**config.mk**
```make
export PLATFORM = sky130hd
export DESIGN_NAME = uabg_core
export DESIGN_NICKNAME = d
export VERILOG_FILES = /design/src/uabg_pkg.sv /design/src/uabg_core.sv
export VERILOG_INCLUDE_DIRS = /design/src
export SDC_FILE = /design/constraint.sdc
export NUM_CORES = 1
export LEC_CHECK = 0
export BUFFER_PORTS_ARGS = -buffer_cell sky130_fd_sc_hd__buf_2
export CAP_MARGIN = 20
export CELL_PAD_IN_SITES_DETAIL_PLACEMENT = 1
export CELL_PAD_IN_SITES_GLOBAL_PLACEMENT = 1
export CORE_MARGIN = 5
export CORE_UTILIZATION = 47
export CTS_CLUSTER_SIZE = 20
export DETAILED_ROUTE_END_ITERATION = 7
export PLACE_DENSITY_LB_ADDON = 0.25
export SYNTH_ARGS = -nofsm -noshare
export SYNTH_HDL_FRONTEND = slang
export SYNTH_SLANG_ARGS = --single-unit
export TNS_END_PERCENT = 1
```
**constraint.sdc**
```tcl
create_clock -name sys_clk_i -period 3 [get_ports sys_clk_i]
set_input_delay 0.3 -clock sys_clk_i [delete_from_list [all_inputs] [get_ports sys_clk_i]]
set_output_delay 0.3 -clock sys_clk_i [all_outputs]
set_load 0.02 [all_outputs]
```
**src/uabg_regs.svh**
```systemverilog
// Purpose: offsets, fields, reset values and timing counts
// Assumes: 3-bit register address, 8-bit register data
// Notes: definitions only
`ifndef UABG_REGS_SVH
`define UABG_REGS_SVH

// register offsets
`define UABG_A_DATA 3'h0
`define UABG_A_DIV_LO 3'h1
`define UABG_A_DIV_HI 3'h2
`define UABG_A_LINE 3'h3
`define UABG_A_FIFO 3'h4
`define UABG_A_MODEM 3'h5
`define UABG_A_STATUS 3'h6
`define UABG_A_EVENT 3'h7

// line control fields
`define UABG_LC_WLEN 1:0
`define UABG_LC_STOP2 2
`define UABG_LC_PAREN 3
`define UABG_LC_EVEN 4
`define UABG_LC_BREAK 5
`define UABG_LC_OSM 6

// fifo control fields
`define UABG_FC_EN 0
`define UABG_FC_RXCLR 1
`define UABG_FC_TXCLR 2
`define UABG_FC_TRIG 4:3
`define UABG_FC_DMA 5

// modem control fields
`define UABG_MC_RTS 0
`define UABG_MC_LOOP 1
`define UABG_MC_AUTO 2
`define UABG_MC_SIMBRK 3
`define UABG_MC_SIMPAR 4
`define UABG_MC_SIMFRM 5
`define UABG_MC_SIMOVR 6

// event enable fields
`define UABG_EV_RX 0
`define UABG_EV_TX 1

// reset values
`define UABG_RST_BYTE 8'h00
`define UABG_RST_LINE 8'h03
`define UABG_RST_DIV 16'h0000

// timing counts
`define UABG_PRE_LAST 3'h5
`define UABG_OS16 6'h10
`define UABG_OS13 6'h0D
`define UABG_SAMP16 6'h07
`define UABG_SAMP13 6'h06
`define UABG_RELOAD_WAIT 2'h2
`define UABG_WLEN_BASE 3'h4
`define UABG_WLEN_MAX 2'h3

// receive fifo trigger levels
`define UABG_TRIG0 8'h01
`define UABG_TRIG1 8'h04
`define UABG_TRIG2 8'h08
`define UABG_TRIG3 8'h0E

`endif

```
**src/uabg_pkg.sv**
```systemverilog
// Purpose: shared types of the uart core
// Assumes: nothing
// Notes: types only
package uabg_pkg;

    // serial frame phases
    typedef enum logic [2:0] {
        UABG_IDLE,
        UABG_START,
        UABG_DATA,
        UABG_PAR,
        UABG_STOP
    } uabg_phase_e;

endpackage

```
**src/uabg_core.sv**
```systemverilog
// Purpose: uart core with baud generator and fifos
// Assumes: sys_clk_i is the cpu clock
// Notes: pin levels are logical, 1 = mark / asserted
// Function
// - baud divisor 1 to 65535 divides input clock
// - each bit spans 16 or 13 baud ticks
// - 16x receive samples on eighth baud tick
// - divisor held in high and low bytes
// - divisor write: two-cycle generator reload
// - module input clock is cpu clock divided six
// - module clock gated until enabled
// - starts unbuffered, fifo mode selectable
// - 16-byte fifos, three error bits per rx
// - character length 5 to 8 bits
// - even, odd or no parity both ways
// - stop period 1, 1.5 or 2 bits
// - rx trigger 1, 4, 8, 14 bytes
// - separate rx and tx dma requests
// - no single-character dma, fifo mode only
// - rx and tx interrupt requests
// - false start bit returns receiver to idle
// - send break, detect and flag break
// - loopback routes transmitter into receiver
// - simulate break, parity, overrun, framing errors
// - autoflow drops rts, holds tx on cts
// - drives tx and rts, takes rx, cts
// - receiver checks only the first stop bit
//
// Local design decisions: strobed register access and the address map.
`include "uabg_regs.svh"

module uabg_core #(
    parameter int DEPTH = 16
) (
    // clock and reset
    input wire logic sys_clk_i,
    input wire logic rst_i,
    // register port
    input wire logic [2:0] reg_addr_i,
    input wire logic [7:0] reg_wdata_i,
    input wire logic reg_wr_i,
    input wire logic reg_rd_i,
    output logic [7:0] reg_rdata_o,
    // from the power_sleep_controller
    input wire logic clk_enable_i,
    // serial pins
    input wire logic serial_rx_line_i,
    input wire logic clear_to_send_in_i,
    output logic serial_tx_line_o,
    output logic request_to_send_out_o,
    // events
    output logic rx_irq_o,
    output logic tx_irq_o,
    output logic rx_dma_req_o,
    output logic tx_dma_req_o,
    output logic div_reload_busy_o
);

    localparam int PW = $clog2(DEPTH);
    localparam int CW = $clog2(DEPTH + 1);

    logic [7:0] div_lo, div_hi, line_ctrl, fifo_ctrl, modem_ctrl, ev_en;
    logic [15:0] divisor;
    logic fifo_en, loop_en, auto_en, par_en, even_par, osm;
    logic [1:0] wlen;
    logic [2:0] last_bit;
    logic [5:0] os_len, os_last, samp_idx, stop_len;
    logic [CW-1:0] limit, trig, rx_cnt;

    // rx trigger level
    function automatic logic [CW-1:0] trig_level(input logic [1:0] sel);
        logic [7:0] lvl;
        lvl = `UABG_TRIG0;
        unique case (sel)
            2'h0: lvl = `UABG_TRIG0;
            2'h1: lvl = `UABG_TRIG1;
            2'h2: lvl = `UABG_TRIG2;
            2'h3: lvl = `UABG_TRIG3;
        endcase
        return CW'(lvl);
    endfunction

    // parity of the active bits
    function automatic logic par_of(input logic [7:0] d, input logic [1:0] wl, input logic even);
        logic [7:0] m;
        m = d & (8'hFF >> (`UABG_WLEN_MAX - wl));
        return even ? ^m : ~^m;
    endfunction

    assign divisor = {div_hi, div_lo};
    assign fifo_en = fifo_ctrl[`UABG_FC_EN];
    assign loop_en = modem_ctrl[`UABG_MC_LOOP];
    assign auto_en = modem_ctrl[`UABG_MC_AUTO];
    assign par_en = line_ctrl[`UABG_LC_PAREN];
    assign even_par = line_ctrl[`UABG_LC_EVEN];
    assign osm = line_ctrl[`UABG_LC_OSM];
    assign wlen = line_ctrl[`UABG_LC_WLEN];
    assign last_bit = 3'(wlen) + `UABG_WLEN_BASE;
    assign os_len = osm ? `UABG_OS13 : `UABG_OS16;
    assign os_last = os_len - 6'h01;
    assign samp_idx = osm ? `UABG_SAMP13 : `UABG_SAMP16;
    // 1.5 stop bits only for 5-bit characters
    assign stop_len = !line_ctrl[`UABG_LC_STOP2] ? os_len :
                      (wlen == 2'h0) ? os_len + (os_len >> 1) : os_len << 1;
    assign limit = fifo_en ? CW'(DEPTH) : CW'(1);
    assign trig = trig_level(fifo_ctrl[`UABG_FC_TRIG]);

    // bus decode
    logic wr_data, rd_data, wr_div, rd_status, fifo_change, tx_clr, rx_clr;
    assign wr_data = reg_wr_i && reg_addr_i == `UABG_A_DATA;
    assign rd_data = reg_rd_i && reg_addr_i == `UABG_A_DATA;
    assign rd_status = reg_rd_i && reg_addr_i == `UABG_A_STATUS;
    assign wr_div = reg_wr_i && (reg_addr_i == `UABG_A_DIV_LO || reg_addr_i == `UABG_A_DIV_HI);
    assign fifo_change = reg_wr_i && reg_addr_i == `UABG_A_FIFO
                         && reg_wdata_i[`UABG_FC_EN] != fifo_en;
    assign tx_clr = fifo_change || (reg_wr_i && reg_addr_i == `UABG_A_FIFO && reg_wdata_i[`UABG_FC_TXCLR]);
    assign rx_clr = fifo_change || (reg_wr_i && reg_addr_i == `UABG_A_FIFO && reg_wdata_i[`UABG_FC_RXCLR]);

    // control registers; fifo clear bits self-clear
    always_ff @(posedge sys_clk_i)
    begin
        if (rst_i)
        begin
            div_lo <= `UABG_RST_BYTE;
            div_hi <= `UABG_RST_BYTE;
            line_ctrl <= `UABG_RST_LINE;
            fifo_ctrl <= `UABG_RST_BYTE;
            modem_ctrl <= `UABG_RST_BYTE;
            ev_en <= `UABG_RST_BYTE;
        end
        else if (reg_wr_i)
        begin
            unique case (reg_addr_i)
                `UABG_A_DIV_LO: div_lo <= reg_wdata_i;
                `UABG_A_DIV_HI: div_hi <= reg_wdata_i;
                `UABG_A_LINE: line_ctrl <= reg_wdata_i;
                `UABG_A_FIFO: fifo_ctrl <= reg_wdata_i & ~8'h06;
                `UABG_A_MODEM: modem_ctrl <= reg_wdata_i;
                `UABG_A_EVENT: ev_en <= reg_wdata_i;
                default: ;
            endcase
        end
    end

    // module clock: cpu clock / 6, prescaler cleared and stopped while gated
    logic [2:0] pre_cnt;
    logic mod_ce;
    always_ff @(posedge sys_clk_i)
    begin
        if (rst_i || !clk_enable_i)
        begin
            pre_cnt <= 3'h0;
            mod_ce <= 1'b0;
        end
        else if (pre_cnt == `UABG_PRE_LAST)
        begin
            pre_cnt <= 3'h0;
            mod_ce <= 1'b1;
        end
        else
        begin
            pre_cnt <= pre_cnt + 3'h1;
            mod_ce <= 1'b0;
        end
    end

    // baud generator; divisor 0 stops ticks, no divide by 65536
    logic [15:0] baud_cnt;
    logic [1:0] reload_cnt;
    logic bclk;
    always_ff @(posedge sys_clk_i)
    begin
        if (rst_i)
        begin
            baud_cnt <= `UABG_RST_DIV;
            reload_cnt <= 2'h0;
            bclk <= 1'b0;
        end
        else
        begin
            bclk <= 1'b0;
            if (wr_div)
                reload_cnt <= `UABG_RELOAD_WAIT;
            else if (reload_cnt != 2'h0)
            begin
                reload_cnt <= reload_cnt - 2'h1;
                baud_cnt <= divisor;
            end
            else if (mod_ce && divisor != 16'h0000)
            begin
                if (baud_cnt <= 16'h0001)
                begin
                    baud_cnt <= divisor;
                    bclk <= 1'b1;
                end
                else
                    baud_cnt <= baud_cnt - 16'h0001;
            end
        end
    end
    assign div_reload_busy_o = reload_cnt != 2'h0;

    // transmit fifo
    logic [7:0] tx_mem [DEPTH];
    logic [PW-1:0] tx_wp, tx_rp;
    logic [CW-1:0] tx_cnt;
    logic tx_push, tx_pop;
    assign tx_push = wr_data && tx_cnt < limit; // full: the write is dropped
    always_ff @(posedge sys_clk_i)
    begin
        if (tx_push)
            tx_mem[tx_wp] <= reg_wdata_i;
    end
    always_ff @(posedge sys_clk_i)
    begin
        if (rst_i || tx_clr)
        begin
            tx_wp <= '0;
            tx_rp <= '0;
            tx_cnt <= '0;
        end
        else
        begin
            if (tx_push)
                tx_wp <= PW'(tx_wp + 1'b1);
            if (tx_pop)
                tx_rp <= PW'(tx_rp + 1'b1);
            tx_cnt <= CW'(tx_cnt + CW'(tx_push) - CW'(tx_pop));
        end
    end

    // transmitter
    uabg_pkg::uabg_phase_e tx_st;
    logic [7:0] tx_shift;
    logic [5:0] tx_os;
    logic [2:0] tx_bit;
    logic tx_par, tx_line, rts_int, cts_eff;
    assign cts_eff = loop_en ? rts_int : clear_to_send_in_i;
    assign tx_pop = bclk && tx_st == uabg_pkg::UABG_IDLE && tx_cnt != '0
                    && (!auto_en || cts_eff);
    always_ff @(posedge sys_clk_i)
    begin
        if (rst_i)
        begin
            tx_st <= uabg_pkg::UABG_IDLE;
            tx_shift <= 8'h00;
            tx_os <= 6'h00;
            tx_bit <= 3'h0;
            tx_par <= 1'b0;
            tx_line <= 1'b1;
        end
        else if (bclk)
        begin
            tx_os <= tx_os + 6'h01;
            unique case (tx_st)
                uabg_pkg::UABG_IDLE:
                    if (tx_pop)
                    begin
                        tx_shift <= tx_mem[tx_rp];
                        tx_par <= par_of(tx_mem[tx_rp], wlen, even_par);
                        tx_line <= 1'b0;
                        tx_os <= 6'h00;
                        tx_st <= uabg_pkg::UABG_START;
                    end
                uabg_pkg::UABG_START:
                    if (tx_os == os_last)
                    begin
                        tx_os <= 6'h00;
                        tx_bit <= 3'h0;
                        tx_line <= tx_shift[0];
                        tx_st <= uabg_pkg::UABG_DATA;
                    end
                uabg_pkg::UABG_DATA:
                    if (tx_os == os_last)
                    begin
                        tx_os <= 6'h00;
                        tx_shift <= tx_shift >> 1;
                        tx_bit <= tx_bit + 3'h1;
                        tx_line <= tx_shift[1];
                        if (tx_bit == last_bit)
                        begin
                            tx_line <= par_en ? tx_par : 1'b1;
                            tx_st <= par_en ? uabg_pkg::UABG_PAR : uabg_pkg::UABG_STOP;
                        end
                    end
                uabg_pkg::UABG_PAR:
                    if (tx_os == os_last)
                    begin
                        tx_os <= 6'h00;
                        tx_line <= 1'b1;
                        tx_st <= uabg_pkg::UABG_STOP;
                    end
                uabg_pkg::UABG_STOP:
                    if (tx_os == stop_len - 6'h01)
                        tx_st <= uabg_pkg::UABG_IDLE;
            endcase
        end
    end

    // pins; loopback holds tx marking, rts off
    logic tx_int;
    assign tx_int = tx_line && !line_ctrl[`UABG_LC_BREAK];
    assign rts_int = modem_ctrl[`UABG_MC_RTS] && (!auto_en || rx_cnt < trig);
    always_ff @(posedge sys_clk_i)
    begin
        if (rst_i)
        begin
            serial_tx_line_o <= 1'b1;
            request_to_send_out_o <= 1'b0;
        end
        else
        begin
            serial_tx_line_o <= loop_en ? 1'b1 : tx_int;
            request_to_send_out_o <= !loop_en && rts_int;
        end
    end

    // receive fifo: {break, framing, parity, character}
    logic [10:0] rx_mem [DEPTH];
    logic [PW-1:0] rx_wp, rx_rp;
    logic [10:0] rx_entry, rx_head;
    logic rx_done, rx_push, rx_pop, overrun;
    assign rx_push = rx_done && rx_cnt < limit;
    assign rx_pop = rd_data && rx_cnt != '0;
    assign rx_head = rx_cnt != '0 ? rx_mem[rx_rp] : 11'h000;
    always_ff @(posedge sys_clk_i)
    begin
        if (rx_push)
            rx_mem[rx_wp] <= rx_entry;
    end
    always_ff @(posedge sys_clk_i)
    begin
        if (rst_i || rx_clr)
        begin
            rx_wp <= '0;
            rx_rp <= '0;
            rx_cnt <= '0;
        end
        else
        begin
            if (rx_push)
                rx_wp <= PW'(rx_wp + 1'b1);
            if (rx_pop)
                rx_rp <= PW'(rx_rp + 1'b1);
            rx_cnt <= CW'(rx_cnt + CW'(rx_push) - CW'(rx_pop));
        end
    end

    // overrun is sticky; a new overrun wins over the clearing status read
    always_ff @(posedge sys_clk_i)
    begin
        if (rst_i)
            overrun <= 1'b0;
        else if (rx_done && (rx_cnt >= limit || modem_ctrl[`UABG_MC_SIMOVR]))
            overrun <= 1'b1;
        else if (rd_status)
            overrun <= 1'b0;
    end

    // receiver
    uabg_pkg::uabg_phase_e rx_st;
    logic [7:0] rx_shift, rx_char;
    logic [5:0] rx_os;
    logic [2:0] rx_bit;
    logic rx_in, rx_prev, rx_pbit, pe, fe, brk;
    assign rx_in = loop_en ? tx_int : serial_rx_line_i;
    assign rx_char = rx_shift >> (`UABG_WLEN_MAX - wlen);
    assign fe = !rx_in || modem_ctrl[`UABG_MC_SIMFRM] || modem_ctrl[`UABG_MC_SIMBRK];
    assign brk = (!rx_in && rx_char == 8'h00 && !(par_en && rx_pbit))
                 || modem_ctrl[`UABG_MC_SIMBRK];
    assign pe = (par_en && rx_pbit != par_of(rx_char, wlen, even_par))
                || modem_ctrl[`UABG_MC_SIMPAR];
    assign rx_entry = {brk, fe, pe, rx_char};
    assign rx_done = bclk && rx_st == uabg_pkg::UABG_STOP && rx_os == samp_idx;
    always_ff @(posedge sys_clk_i)
    begin
        if (rst_i)
        begin
            rx_st <= uabg_pkg::UABG_IDLE;
            rx_shift <= 8'h00;
            rx_os <= 6'h00;
            rx_bit <= 3'h0;
            rx_pbit <= 1'b0;
            rx_prev <= 1'b1;
        end
        else if (bclk)
        begin
            rx_prev <= rx_in; // a held-low break cannot restart a frame
            rx_os <= rx_os + 6'h01;
            unique case (rx_st)
                uabg_pkg::UABG_IDLE:
                    if (rx_prev && !rx_in)
                    begin
                        rx_os <= 6'h01;
                        rx_st <= uabg_pkg::UABG_START;
                    end
                uabg_pkg::UABG_START:
                    if (rx_os == samp_idx && rx_in)
                        rx_st <= uabg_pkg::UABG_IDLE;
                    else if (rx_os == os_last)
                    begin
                        rx_os <= 6'h00;
                        rx_bit <= 3'h0;
                        rx_st <= uabg_pkg::UABG_DATA;
                    end
                uabg_pkg::UABG_DATA:
                begin
                    if (rx_os == samp_idx)
                        rx_shift <= {rx_in, rx_shift[7:1]};
                    if (rx_os == os_last)
                    begin
                        rx_os <= 6'h00;
                        rx_bit <= rx_bit + 3'h1;
                        if (rx_bit == last_bit)
                            rx_st <= par_en ? uabg_pkg::UABG_PAR : uabg_pkg::UABG_STOP;
                    end
                end
                uabg_pkg::UABG_PAR:
                begin
                    if (rx_os == samp_idx)
                        rx_pbit <= rx_in;
                    if (rx_os == os_last)
                    begin
                        rx_os <= 6'h00;
                        rx_st <= uabg_pkg::UABG_STOP;
                    end
                end
                uabg_pkg::UABG_STOP:
                    if (rx_os == samp_idx)
                        rx_st <= uabg_pkg::UABG_IDLE;
            endcase
        end
    end

    // dma and interrupt requests; dma only in fifo mode
    always_ff @(posedge sys_clk_i)
    begin
        if (rst_i)
        begin
            rx_dma_req_o <= 1'b0;
            tx_dma_req_o <= 1'b0;
            rx_irq_o <= 1'b0;
            tx_irq_o <= 1'b0;
        end
        else
        begin
            rx_dma_req_o <= fifo_en && fifo_ctrl[`UABG_FC_DMA] && rx_cnt >= trig;
            tx_dma_req_o <= fifo_en && fifo_ctrl[`UABG_FC_DMA] && tx_cnt == '0;
            rx_irq_o <= ev_en[`UABG_EV_RX] && (fifo_en ? rx_cnt >= trig : rx_cnt != '0);
            tx_irq_o <= ev_en[`UABG_EV_TX] && tx_cnt == '0;
        end
    end

    // read data, one cycle after the strobe
    always_ff @(posedge sys_clk_i)
    begin
        if (rst_i)
            reg_rdata_o <= 8'h00;
        else if (reg_rd_i)
        begin
            unique case (reg_addr_i)
                `UABG_A_DATA: reg_rdata_o <= rx_head[7:0];
                `UABG_A_DIV_LO: reg_rdata_o <= div_lo;
                `UABG_A_DIV_HI: reg_rdata_o <= div_hi;
                `UABG_A_LINE: reg_rdata_o <= line_ctrl;
                `UABG_A_FIFO: reg_rdata_o <= fifo_ctrl;
                `UABG_A_MODEM: reg_rdata_o <= modem_ctrl;
                `UABG_A_STATUS: reg_rdata_o <= {1'b0, tx_st == uabg_pkg::UABG_IDLE && tx_cnt == '0,
                    tx_cnt == '0, rx_head[10:8], overrun, rx_cnt != '0};
                `UABG_A_EVENT: reg_rdata_o <= ev_en;
            endcase
        end
    end

endmodule

```
==> results.json, run 1 <==
{
  "critical-path-top-delay-family": "adder cells",
  "power_switching_mw": 3.408,
  "drive_above_1_share": 0.2162,
  "hp-class": "in2reg",
  "route.antenna.remaining_nets": 0,
  "nNetsFinal": 1779,
  "p_sw_frac": 0.2379,
  "finalCriticalPeriod_ns": 2.988,
  "muxShareOfSynthArea": 0.1281,
  "initial_core_util": 0.4722,
  "synth_xor_area_frac": 0.02260,
  "clk_pin_slew_worst_paths_ns": 0.06,
  "rows": 76,
  "synth_fa_ha_area_frac": 0.03046,
  "via_count": 13400,
  "yosys-top-cells-area": "edfxtp_1, dfxtp_1, mux4_2, nor2_1, nand2_1",
  "power.internal_mw": 10.92,
  "wl_um": 55620,
  "dr.pass1.iters": 5,
  "worstMarginPinSlew_ns": 0.8668,
  "grt_max_degree": 56,
  "postSynth.asyncResetShare": 0,
  "clockBufferDepth": 3,
  "synth-simple-area-share": 0.1131,
  "grt-busiest-layer": "met2",
  "clock.fmax_ghz": 0.3347,
  "antenna_cells": 0,
  "gp_congestion": 0.8466,
  "cts_buffers": 49,
  "path_class": "reg2reg",
  "fin_area_um2": 23530,
  "pwr-share-seq": 0.483,
  "avgViaCountPerCell": 5.827,
  "core_area_um2": 42790,
  "finalMaxSlewViolations": 0,
  "yosysUniqueCellTypes": 70,
  "synth-compound-area-share": 0.06619,
  "crit_path_max_incr_delay_ns": 0.41,
  "port_buffers": 32,
  "wl_per_cell_um": 24.19,
  "fp.dieH_um": 217.4,
  "power.leakage_nw": 8.194,
  "root_buffer": "clkbuf_16",
  "ir_drop_mv": 0.7195,
  "setup_violations": 0,
  "final_common_cell": "edfxtp_1",
  "crit_chain": "inv_1 > ha_1 > nand2_1 > nor3_2 > nor4_2 > buf_4 > and2_1 > ha_1 > inv_1 > ha_2 > inv_2 > fa_2 > nor2_2 > nor2_1 > nor2_1 > or3_1 > a21oi_1",
  "synth-seq-area-share": 0.6123,
  "cts_tree": "yes",
  "cp.required_ns": 3.47,
  "grtUsageMet3": 0.04298,
  "synth_top_family_by_area": "multiplexers",
  "pwr_density_cell_nw_per_um2": 609.0,
  "p_clk_frac": 0.433,
  "htree_levels": 2,
  "end_kind": "register",
  "dp_hpwl_um": 37820,
  "slowest_stage": "fa_2",
  "hold_viol_final": 0,
  "grtUsageMet1": 0.3206,
  "max_cap_viol_count": 0,
  "grt_overflow": 0,
  "use_met2": 0.4017,
  "power_frac_comb": 0.084,
  "fp.dieW_um": 217.4,
  "ys.flop_type": "edfxtp_1",
  "yosys_register_bits": 466,
  "drc": 0,
  "clock_latency_ns": 0.61,
  "relSlewSlack": 0.4177,
  "fp.dieArea_um2": 47240,
  "cp_max_fo": 4,
  "whs_ns": 0.09410,
  "outcome": "finished clean",
  "synth_nets": 1651,
  "fin_crit_sh": 0.9960,
  "synth_top_area_frac": 0.4518,
  "synth_edf_count": 304,
  "yosysWarnings": 0,
  "first_global_vias": 14050,
  "syn_inst": 1585,
  "grt_pass1_wl_um": 85800,
  "yosysTopAreaCell": "edfxtp_1",
  "track_usage": 0.2372,
  "antenna_found_initial": 0,
  "worstPathArrival_ns": 3.45,
  "drt-initial-drc-count": 988,
  "r2r_slack_ns": 0.01,
  "skew_ns": 0.02361,
  "syn_avg_cell_area_um2": 12.75,
  "critPathBufInv": 4,
  "area_delta_synth_final_pct": 16.43,
  "ios": 33,
  "netlist_area_um2": 20210,
  "postPlaceCellArea_um2": 21680,
  "final_cell_mix": "edfxtp_1, nor2_1, nand2_1",
  "worst_setup_path_start_kind": "register",
  "cts.sinks": 466,
  "grt_setup_unrepaired": "true"
}
==> final timing paths <==
kind,startpoint,endpoint,cells after the start
max,rx_cnt[2]$_SDFF_PP0_,rx_cnt[4]$_SDFF_PP0_,17
min reg2reg,reload_cnt[0]$_SDFFE_PP0P_,reload_cnt[0]$_SDFFE_PP0P_,1
max reg2reg,rx_cnt[2]$_SDFF_PP0_,rx_cnt[4]$_SDFF_PP0_,17
min,rst_i,baud_cnt[5]$_SDFFE_PP0P_,2
==> repair_timing <==
| item | CTS | global route |
|---|---|---|
| endpoints found under the hold margin | 2 | 0 |
| pin swaps | 12 | 12 |
| resized for setup | 18 | 15 |
| gates cloned | 0 | 0 |
| setup endpoints to repair | 4 | 28 |
| hold buffers | 1 | 0 |
| setup buffers | 8 | 4 |
==> layout make-up <==
| cell class | instances | area [µm²] |
|---|---|---|
| Timing Repair Buffer | 161 | 1234 |
| Clock buffer | 56 | 1272 |
| Multi-Input combinational cell | 986 | 7407 |
| Inverter | 49 | 183.9 |
| Tap cell | 546 | 683.2 |
| Sequential cell | 466 | 12380 |
| Clock inverter | 35 | 366.6 |
| Fill cell | 4302 | 19260 |
==> registers in the layout, indices dropped and copies added, names as in the netlist, 8 cells and up, named ones only <==
| name | cells |
|---|---|
| tx_shift | 8 |
| modem_ctrl | 8 |
| baud_cnt | 16 |
| rx_mem | 176 |
| div_lo | 8 |
| div_hi | 8 |
| tx_mem | 128 |
| rx_shift | 8 |
| reg_rdata_o | 8 |
| line_ctrl | 8 |
| ev_en | 8 |
==> cells in the mapped netlist (all sizes together) (26+ instances only) <==
cell type    n
edfxtp     304
mux4        89
dfxtp      162
a21oi      107
nor2       203
o21ai       57
xnor2       26
mux2i       43
inv         48
clkbuf      64
nor3        34
ha          46
nand2      167
==> layer usage <==
layer	part of all wire	vias to the layer above
met5	0	-
met4	0.024	0
met3	0.059	87
met2	0.50	362
met1	0.42	6854
li1	-	6094
==> kinds of logic (layout without fill, tap and decap cells) <==
group                      count (synthesis)  after routing
and+or+nand+nor                          518            518
DFF                                      466            466
AOI/OAI and AO/OA                        226            226
muxes                                    145            145
buffers and inverters                    133            301
xor gates and xnor gates                  49             49
adders and majority gates                 48             48
==> power groups by stage <==
stage / Clock [mW] / Combinational, mW / Sequential, mW
2_1_floorplan: 0 / 0.739 / 7.05
3_3_place_gp: 0 / 1.08 / 7.06
3_5_place_dp: 0 / 1.12 / 7.06
4_1_cts: 6.32 / 1.18 / 6.92
5_1_grt: 6.63 / 1.33 / 6.93
6_report: 6.20 / 1.20 / 6.93
==> stage by stage <==
stage                     power, mW  setup TNS (ns)  setup slack (ns)    util  std cells
after floorplan               7.786         -0.1222           -0.1222       -       1585
after global placement        8.139        -0.09846          -0.09846  0.5066       2194
after detailed placement      8.182         -0.4220           -0.1686  0.5066       2194
after CTS                     14.42               0           0.01889  0.5479       2294
after global routing          14.89         -0.5683           -0.1558  0.5498       2299
final                         14.33               0           0.01214  0.5498       2299
Note: power is estimated with default switching activity, not from simulation.
==> run 2: changes to the inputs <==
Settings changed: SETUP_SLACK_MARGIN set to 0.2.
==> results.json, run 2 (synthesis gave the netlist of run 1 again) <==
{
  "outcome": "finished with violations",
  "violations": "setup timing",
  "slowest_stage": "dfxtp_4",
  "avgViaCountPerCell": 5.794,
  "final.setup.tns_ns": -0.01010,
  "dp_hpwl_um": 37330,
  "worstMarginPinSlew_ns": 0.9459,
  "fp.dieW_um": 217.4,
  "max_cap_viol_count": 0,
  "use_met2": 0.3981,
  "drc": 0,
  "worstPathArrival_ns": 3.52,
  "end_kind": "register",
  "largest_register_ffs": 176,
  "crit_chain": "nand2_2 > ha_4 > nand4b_1 > o221ai_2 > o221ai_1 > nand3_1 > nor2_4 > ha_4 > inv_2 > ha_4 > inv_2 > fa_2 > nor2_4 > nor2_4 > nor2_2 > or3_4 > a21oi_2",
  "cp.required_ns": 3.51,
  "pwr_density_cell_nw_per_um2": 610.3,
  "power_mw": 14.35,
  "power.leakage_nw": 8.144,
  "path_class": "reg2reg",
  "postPlaceCellArea_um2": 21580,
  "grt-busiest-layer": "met2",
  "dr.pass1.iters": 5,
  "final_cell_mix": "edfxtp_1, nor2_1, nand2_1",
  "core_area_um2": 42790,
  "drive_above_1_share": 0.2198,
  "clk_pin_slew_worst_paths_ns": 0.06,
  "root_buffer": "clkbuf_16",
  "clock.fmax_ghz": 0.3322,
  "wl_per_cell_um": 23.98,
  "route.antenna.remaining_nets": 0,
  "finalMaxSlewViolations": 0,
  "multi_input_area_um2": 7525,
  "rows": 76,
  "fin_area_um2": 23520,
  "utilization": 0.5496,
  "worst_setup_path_start_kind": "register",
  "dp_slack_ns": -0.08724,
  "finalCriticalPeriod_ns": 3.010,
  "largestRegisters": "rx_mem x176, tx_mem x128, baud_cnt x16",
  "clockBufferDepth": 3,
  "grt_overflow": 0,
  "ir_drop_mv": 0.7184,
  "via_count": 13230,
  "final_cell_count_no_fill": 2284,
  "final_common_cell": "edfxtp_1",
  "drt-initial-drc-count": 862,
  "fin_crit_sh": 1.003,
  "grtUsageMet3": 0.04340,
  "relSlewSlack": 0.3645,
  "seq_area_um2": 12390,
  "htree_levels": 2,
  "fp.dieArea_um2": 47240,
  "hold_viol_final": 0,
  "nNetsFinal": 1763,
  "area_delta_synth_final_pct": 16.38,
  "initial_core_util": 0.4722,
  "dp_cells": 2179,
  "cts_tree": "yes",
  "fin_ws_ns": -0.01010,
  "grt_max_degree": 56,
  "skew_ns": 0.02763,
  "fillers": 4289,
  "antenna_found_initial": 2,
  "hp-class": "in2reg",
  "regMostFlops": "rx_mem",
  "first_global_vias": 14070,
  "grt_setup_unrepaired": "true",
  "grt_pass1_wl_um": 84630,
  "setup_violations": 1,
  "cts_buffers": 51,
  "cp_max_fo": 4,
  "grtUsageMet1": 0.3026,
  "cts.sinks": 466,
  "clock_latency_ns": 0.61,
  "gp_congestion": 0.8251,
  "track_usage": 0.2331,
  "ios": 33,
  "whs_ns": 0.1105,
  "port_buffers": 32,
  "antenna_cells": 0,
  "crit_path_max_incr_delay_ns": 0.37,
  "wl_um": 54770,
  "fp.dieH_um": 217.4
}
==> run 2: cell types whose count changed in the layout (fill, tap and decap cells not counted), sizes merged <==
cell	before	now
clkbuf	56	61
buf	160	142
bufinv	6	5
clkinvlp	7	1
inv	50	51
clkinv	21	25
==> run 2: cell type report <==
type	instances	share of cell area
clock buffers	61	0.05671
repair buffers	143	0.04565
flip-flops and latches	466	0.5267
inverters	49	0.007821
well taps	546	0.02905
clock inverters	33	0.01410
multi-input cells	986	0.3200
==> run 2: where the power goes <==
part / switching (mW) / internal (mW) / total [mW]
Sequential: 0.0653 / 6.87 / 6.93
Combinational: 0.727 / 0.446 / 1.17
Clock: 2.63 / 3.62 / 6.25
Total: 3.42 / 10.9 / 14.4
==> run 2: final timing paths <==
path | start | end | slack, ns | cells past startpoint
max | fifo_ctrl[3]$_SDFFE_PP0P_ | tx_cnt[4]$_SDFF_PP0_ | -0.01 | 17
min | rst_i | baud_cnt[2]$_SDFFE_PP0P_ | 0.11 | 2
max reg2reg | fifo_ctrl[3]$_SDFFE_PP0P_ | tx_cnt[4]$_SDFF_PP0_ | -0.01 | 17
min reg2reg | reload_cnt[0]$_SDFFE_PP0P_ | reload_cnt[0]$_SDFFE_PP0P_ | 0.44 | 1
==> run 2: critical path: cells and delay by family, from the launching register on <==
| kind | cells | cell delay [ns] |
|---|---|---|
| and+or+nand+nor | 8 | 1.01 |
| DFF | 1 | 0.37 |
| adders and majority gates | 4 | 0.90 |
| buffers and inverters | 2 | 0.09 |
| AOI/OAI and AO/OA | 3 | 0.56 |
==> run 2: routing by layer <==
metal	wire length, µm	part of all wire
met1	23280	0.43
met2	27160	0.50
met3	2538	0.046
met4	1790	0.033
met5	7	0.00013
==> run 2: repair_timing <==
action	4_1_cts	5_1_grt
endpoints found under the setup margin	40	26
setup buffers	5	5
resized for setup	16	33
hold buffers	1	0
pin swaps	16	26
hold endpoints to repair	4	0
==> run 3: changes to the inputs <==
Settings changed: RECOVER_POWER set to 100.
==> results.json, run 3 (synthesis gave the netlist of run 1 again) <==
{
  "ir_drop_mv": 0.7148,
  "fp.dieArea_um2": 47240,
  "clk_pin_slew_worst_paths_ns": 0.06,
  "drive_above_1_share": 0.1956,
  "r2r-end": "tx_cnt[4]$_SDFF_PP0_",
  "outcome": "finished with violations",
  "largest_register_ffs": 176,
  "power.internal_mw": 10.92,
  "grt_overflow": 0,
  "worstPathArrival_ns": 3.52,
  "setup_violations": 1,
  "power_mw": 14.33,
  "hold_end": "baud_cnt[2]$_SDFFE_PP0P_",
  "crit_chain": "nand2_2 > ha_4 > nand4b_1 > o221ai_2 > o221ai_1 > nand3_1 > nor2_4 > ha_4 > inv_2 > ha_4 > inv_2 > fa_2 > nor2_4 > nor2_4 > nor2_2 > or3_4 > a21oi_2",
  "path_class": "reg2reg",
  "cts_buffers": 51,
  "crit-reg2reg-launch": "fifo_ctrl[3]$_SDFFE_PP0P_",
  "ios": 33,
  "fin_crit_sh": 1.004,
  "first_global_vias": 14070,
  "wl_per_cell_um": 23.98,
  "holdCritStartpoint": "rst_i",
  "largestRegisters": "rx_mem x176, tx_mem x128, baud_cnt x16",
  "p_clk_frac": 0.436,
  "port_buffers": 32,
  "track_usage": 0.2331,
  "finalMaxSlewViolations": 0,
  "htree_levels": 2,
  "cts_tree": "yes",
  "core_area_um2": 42790,
  "grt_setup_unrepaired": "true",
  "hp-class": "in2reg",
  "drc": 0,
  "nNetsFinal": 1763,
  "fp.dieH_um": 217.4,
  "wl_um": 54760,
  "hold_viol_final": 0,
  "final.setup.tns_ns": -0.01140,
  "area_delta_synth_final_pct": 15.91,
  "clockBufferDepth": 3,
  "fp.dieW_um": 217.4,
  "power_switching_mw": 3.412,
  "worst_setup_path_start_kind": "register",
  "r2r_slack_ns": -0.01,
  "pwr_density_cell_nw_per_um2": 611.8,
  "finalCriticalPeriod_ns": 3.011,
  "fillers": 4308,
  "slowest_stage": "dfxtp_4",
  "drt-initial-drc-count": 946,
  "worstMarginPinSlew_ns": 1.486,
  "final_common_cell": "edfxtp_1",
  "clock.fmax_ghz": 0.3321,
  "cts.sinks": 466,
  "dp_hpwl_um": 37330,
  "max_cap_viol_count": 0,
  "cp_max_fo": 4,
  "r2r_cells": 17,
  "cp.required_ns": 3.51,
  "grt_max_degree": 56,
  "final_cell_mix": "edfxtp_1, nor2_1, nand2_1",
  "skew_ns": 0.02623,
  "p_sw_frac": 0.2381,
  "crit_path_max_incr_delay_ns": 0.37,
  "antenna_found_initial": 2,
  "clock_latency_ns": 0.61,
  "fin_ws_ns": -0.01140,
  "rows": 76,
  "avgViaCountPerCell": 5.818,
  "route.antenna.remaining_nets": 0,
  "regMostFlops": "rx_mem",
  "dp_cells": 2179,
  "final_cell_count_no_fill": 2284,
  "initial_core_util": 0.4722,
  "end_kind": "register",
  "grt_pass1_wl_um": 84630,
  "root_buffer": "clkbuf_16",
  "gp_congestion": 0.8251,
  "antenna_cells": 0,
  "dr.pass1.iters": 5,
  "relSlewSlack": 0.009616,
  "violations": "setup timing",
  "pwr-share-seq": 0.484,
  "min_path_cells": 2,
  "power.leakage_nw": 8.004,
  "via_count": 13290,
  "power_frac_comb": 0.080
}
run 3: cell count changes in the layout (fill, tap and decap cells not counted), moves of 3 or more:
cell / previous run / this run
o21ai_1: 20 / 17
o21ai_0: 36 / 39
buf_2: 31 / 8
buf_4: 105 / 87
clkbuf_1: 8 / 47
run 3: cell type report:
cell class,count,area [µm²],area share
clock buffer,61,1334,0.05694
multi-input combinational,986,7525,0.3213
clock inverter,33,331.6,0.01416
sequential,466,12390,0.5288
tap,546,683.2,0.02917
timing repair buffer,143,979.7,0.04183
inverter,49,183.9,0.007853
run 3: routing by layer:
layer	wire [µm]	vias to the layer above	GRT usage
li1	-	6059	-
met1	23170	6783	0.3026
met2	27100	347	0.3981
met3	2706	97	0.04340
met4	1787	2	0.07773
met5	7	-	0
run 3: worst max path at each step:
| stage | start | to | slack (ns) | cells after the start |
|---|---|---|---|---|
| 6_report | fifo_ctrl[3]$_SDFFE_PP0P_ | tx_cnt[4]$_SDFF_PP0_ | -0.01 | 17 |
| 5_1_grt | fifo_ctrl[3]$_SDFFE_PP0P_ | tx_cnt[4]$_SDFF_PP0_ | -0.13 | 17 |
| 4_1_cts | fifo_ctrl[3]$_SDFFE_PP0P_ | tx_cnt[4]$_SDFF_PP0_ | -0.04 | 17 |
| 3_5_place_dp | fifo_ctrl[4]$_SDFFE_PP0P_ | tx_cnt[4]$_SDFF_PP0_ | -0.09 | 17 |
| 3_3_place_gp | line_ctrl[6]$_SDFFE_PP0P_ | rx_cnt[4]$_SDFF_PP0_ | 0.03 | 16 |
| 2_1_floorplan | fifo_ctrl[0]$_SDFFE_PP0P_ | tx_cnt[4]$_SDFF_PP0_ | 0.18 | 15 |
run 3: what timing repair did:
action	CTS	global route
endpoints found under the hold margin	4	0
setup buffers	5	5
endpoints found under the setup margin	40	26
hold buffers	1	0
resized for setup	16	33
pin swaps	16	26
run 3: stage by stage:
| stage | util | instance area [µm²] | hold WS, ns | worst slack [ns] |
|---|---|---|---|---|
| finish | 0.5474 | 23420 | 0.1104 | -0.01140 |
| CTS | 0.5461 | 23370 | 0.09642 | -0.04134 |
| detailed placement | 0.5043 | 21580 | 0.4358 | -0.08724 |
| floorplan | - | 20260 | 0.3989 | 0.1779 |
| global route | 0.5474 | 23420 | 0.1213 | -0.1343 |
| global placement | 0.5043 | 21580 | 0.4233 | 0.03457 |
run 3: power groups by stage:
stage / clock (mW) / combinational, mW / sequential, mW
after floorplan: 0 / 0.745 / 7.05
after global placement: 0 / 1.07 / 7.06
after detailed placement: 0 / 1.11 / 7.06
after CTS: 6.35 / 1.15 / 6.93
after global routing: 6.67 / 1.28 / 6.94
final: 6.24 / 1.15 / 6.93
run 3: critical path: cells and delay by family (launching register included):
kind	cells	cell delay, ns
AO/OA/AOI/OAI	3	0.57
flip-flops	1	0.37
AND/OR/NAND/NOR	8	1.01
adder cells (fa/ha/maj)	4	0.90
buffers and inverters	2	0.09
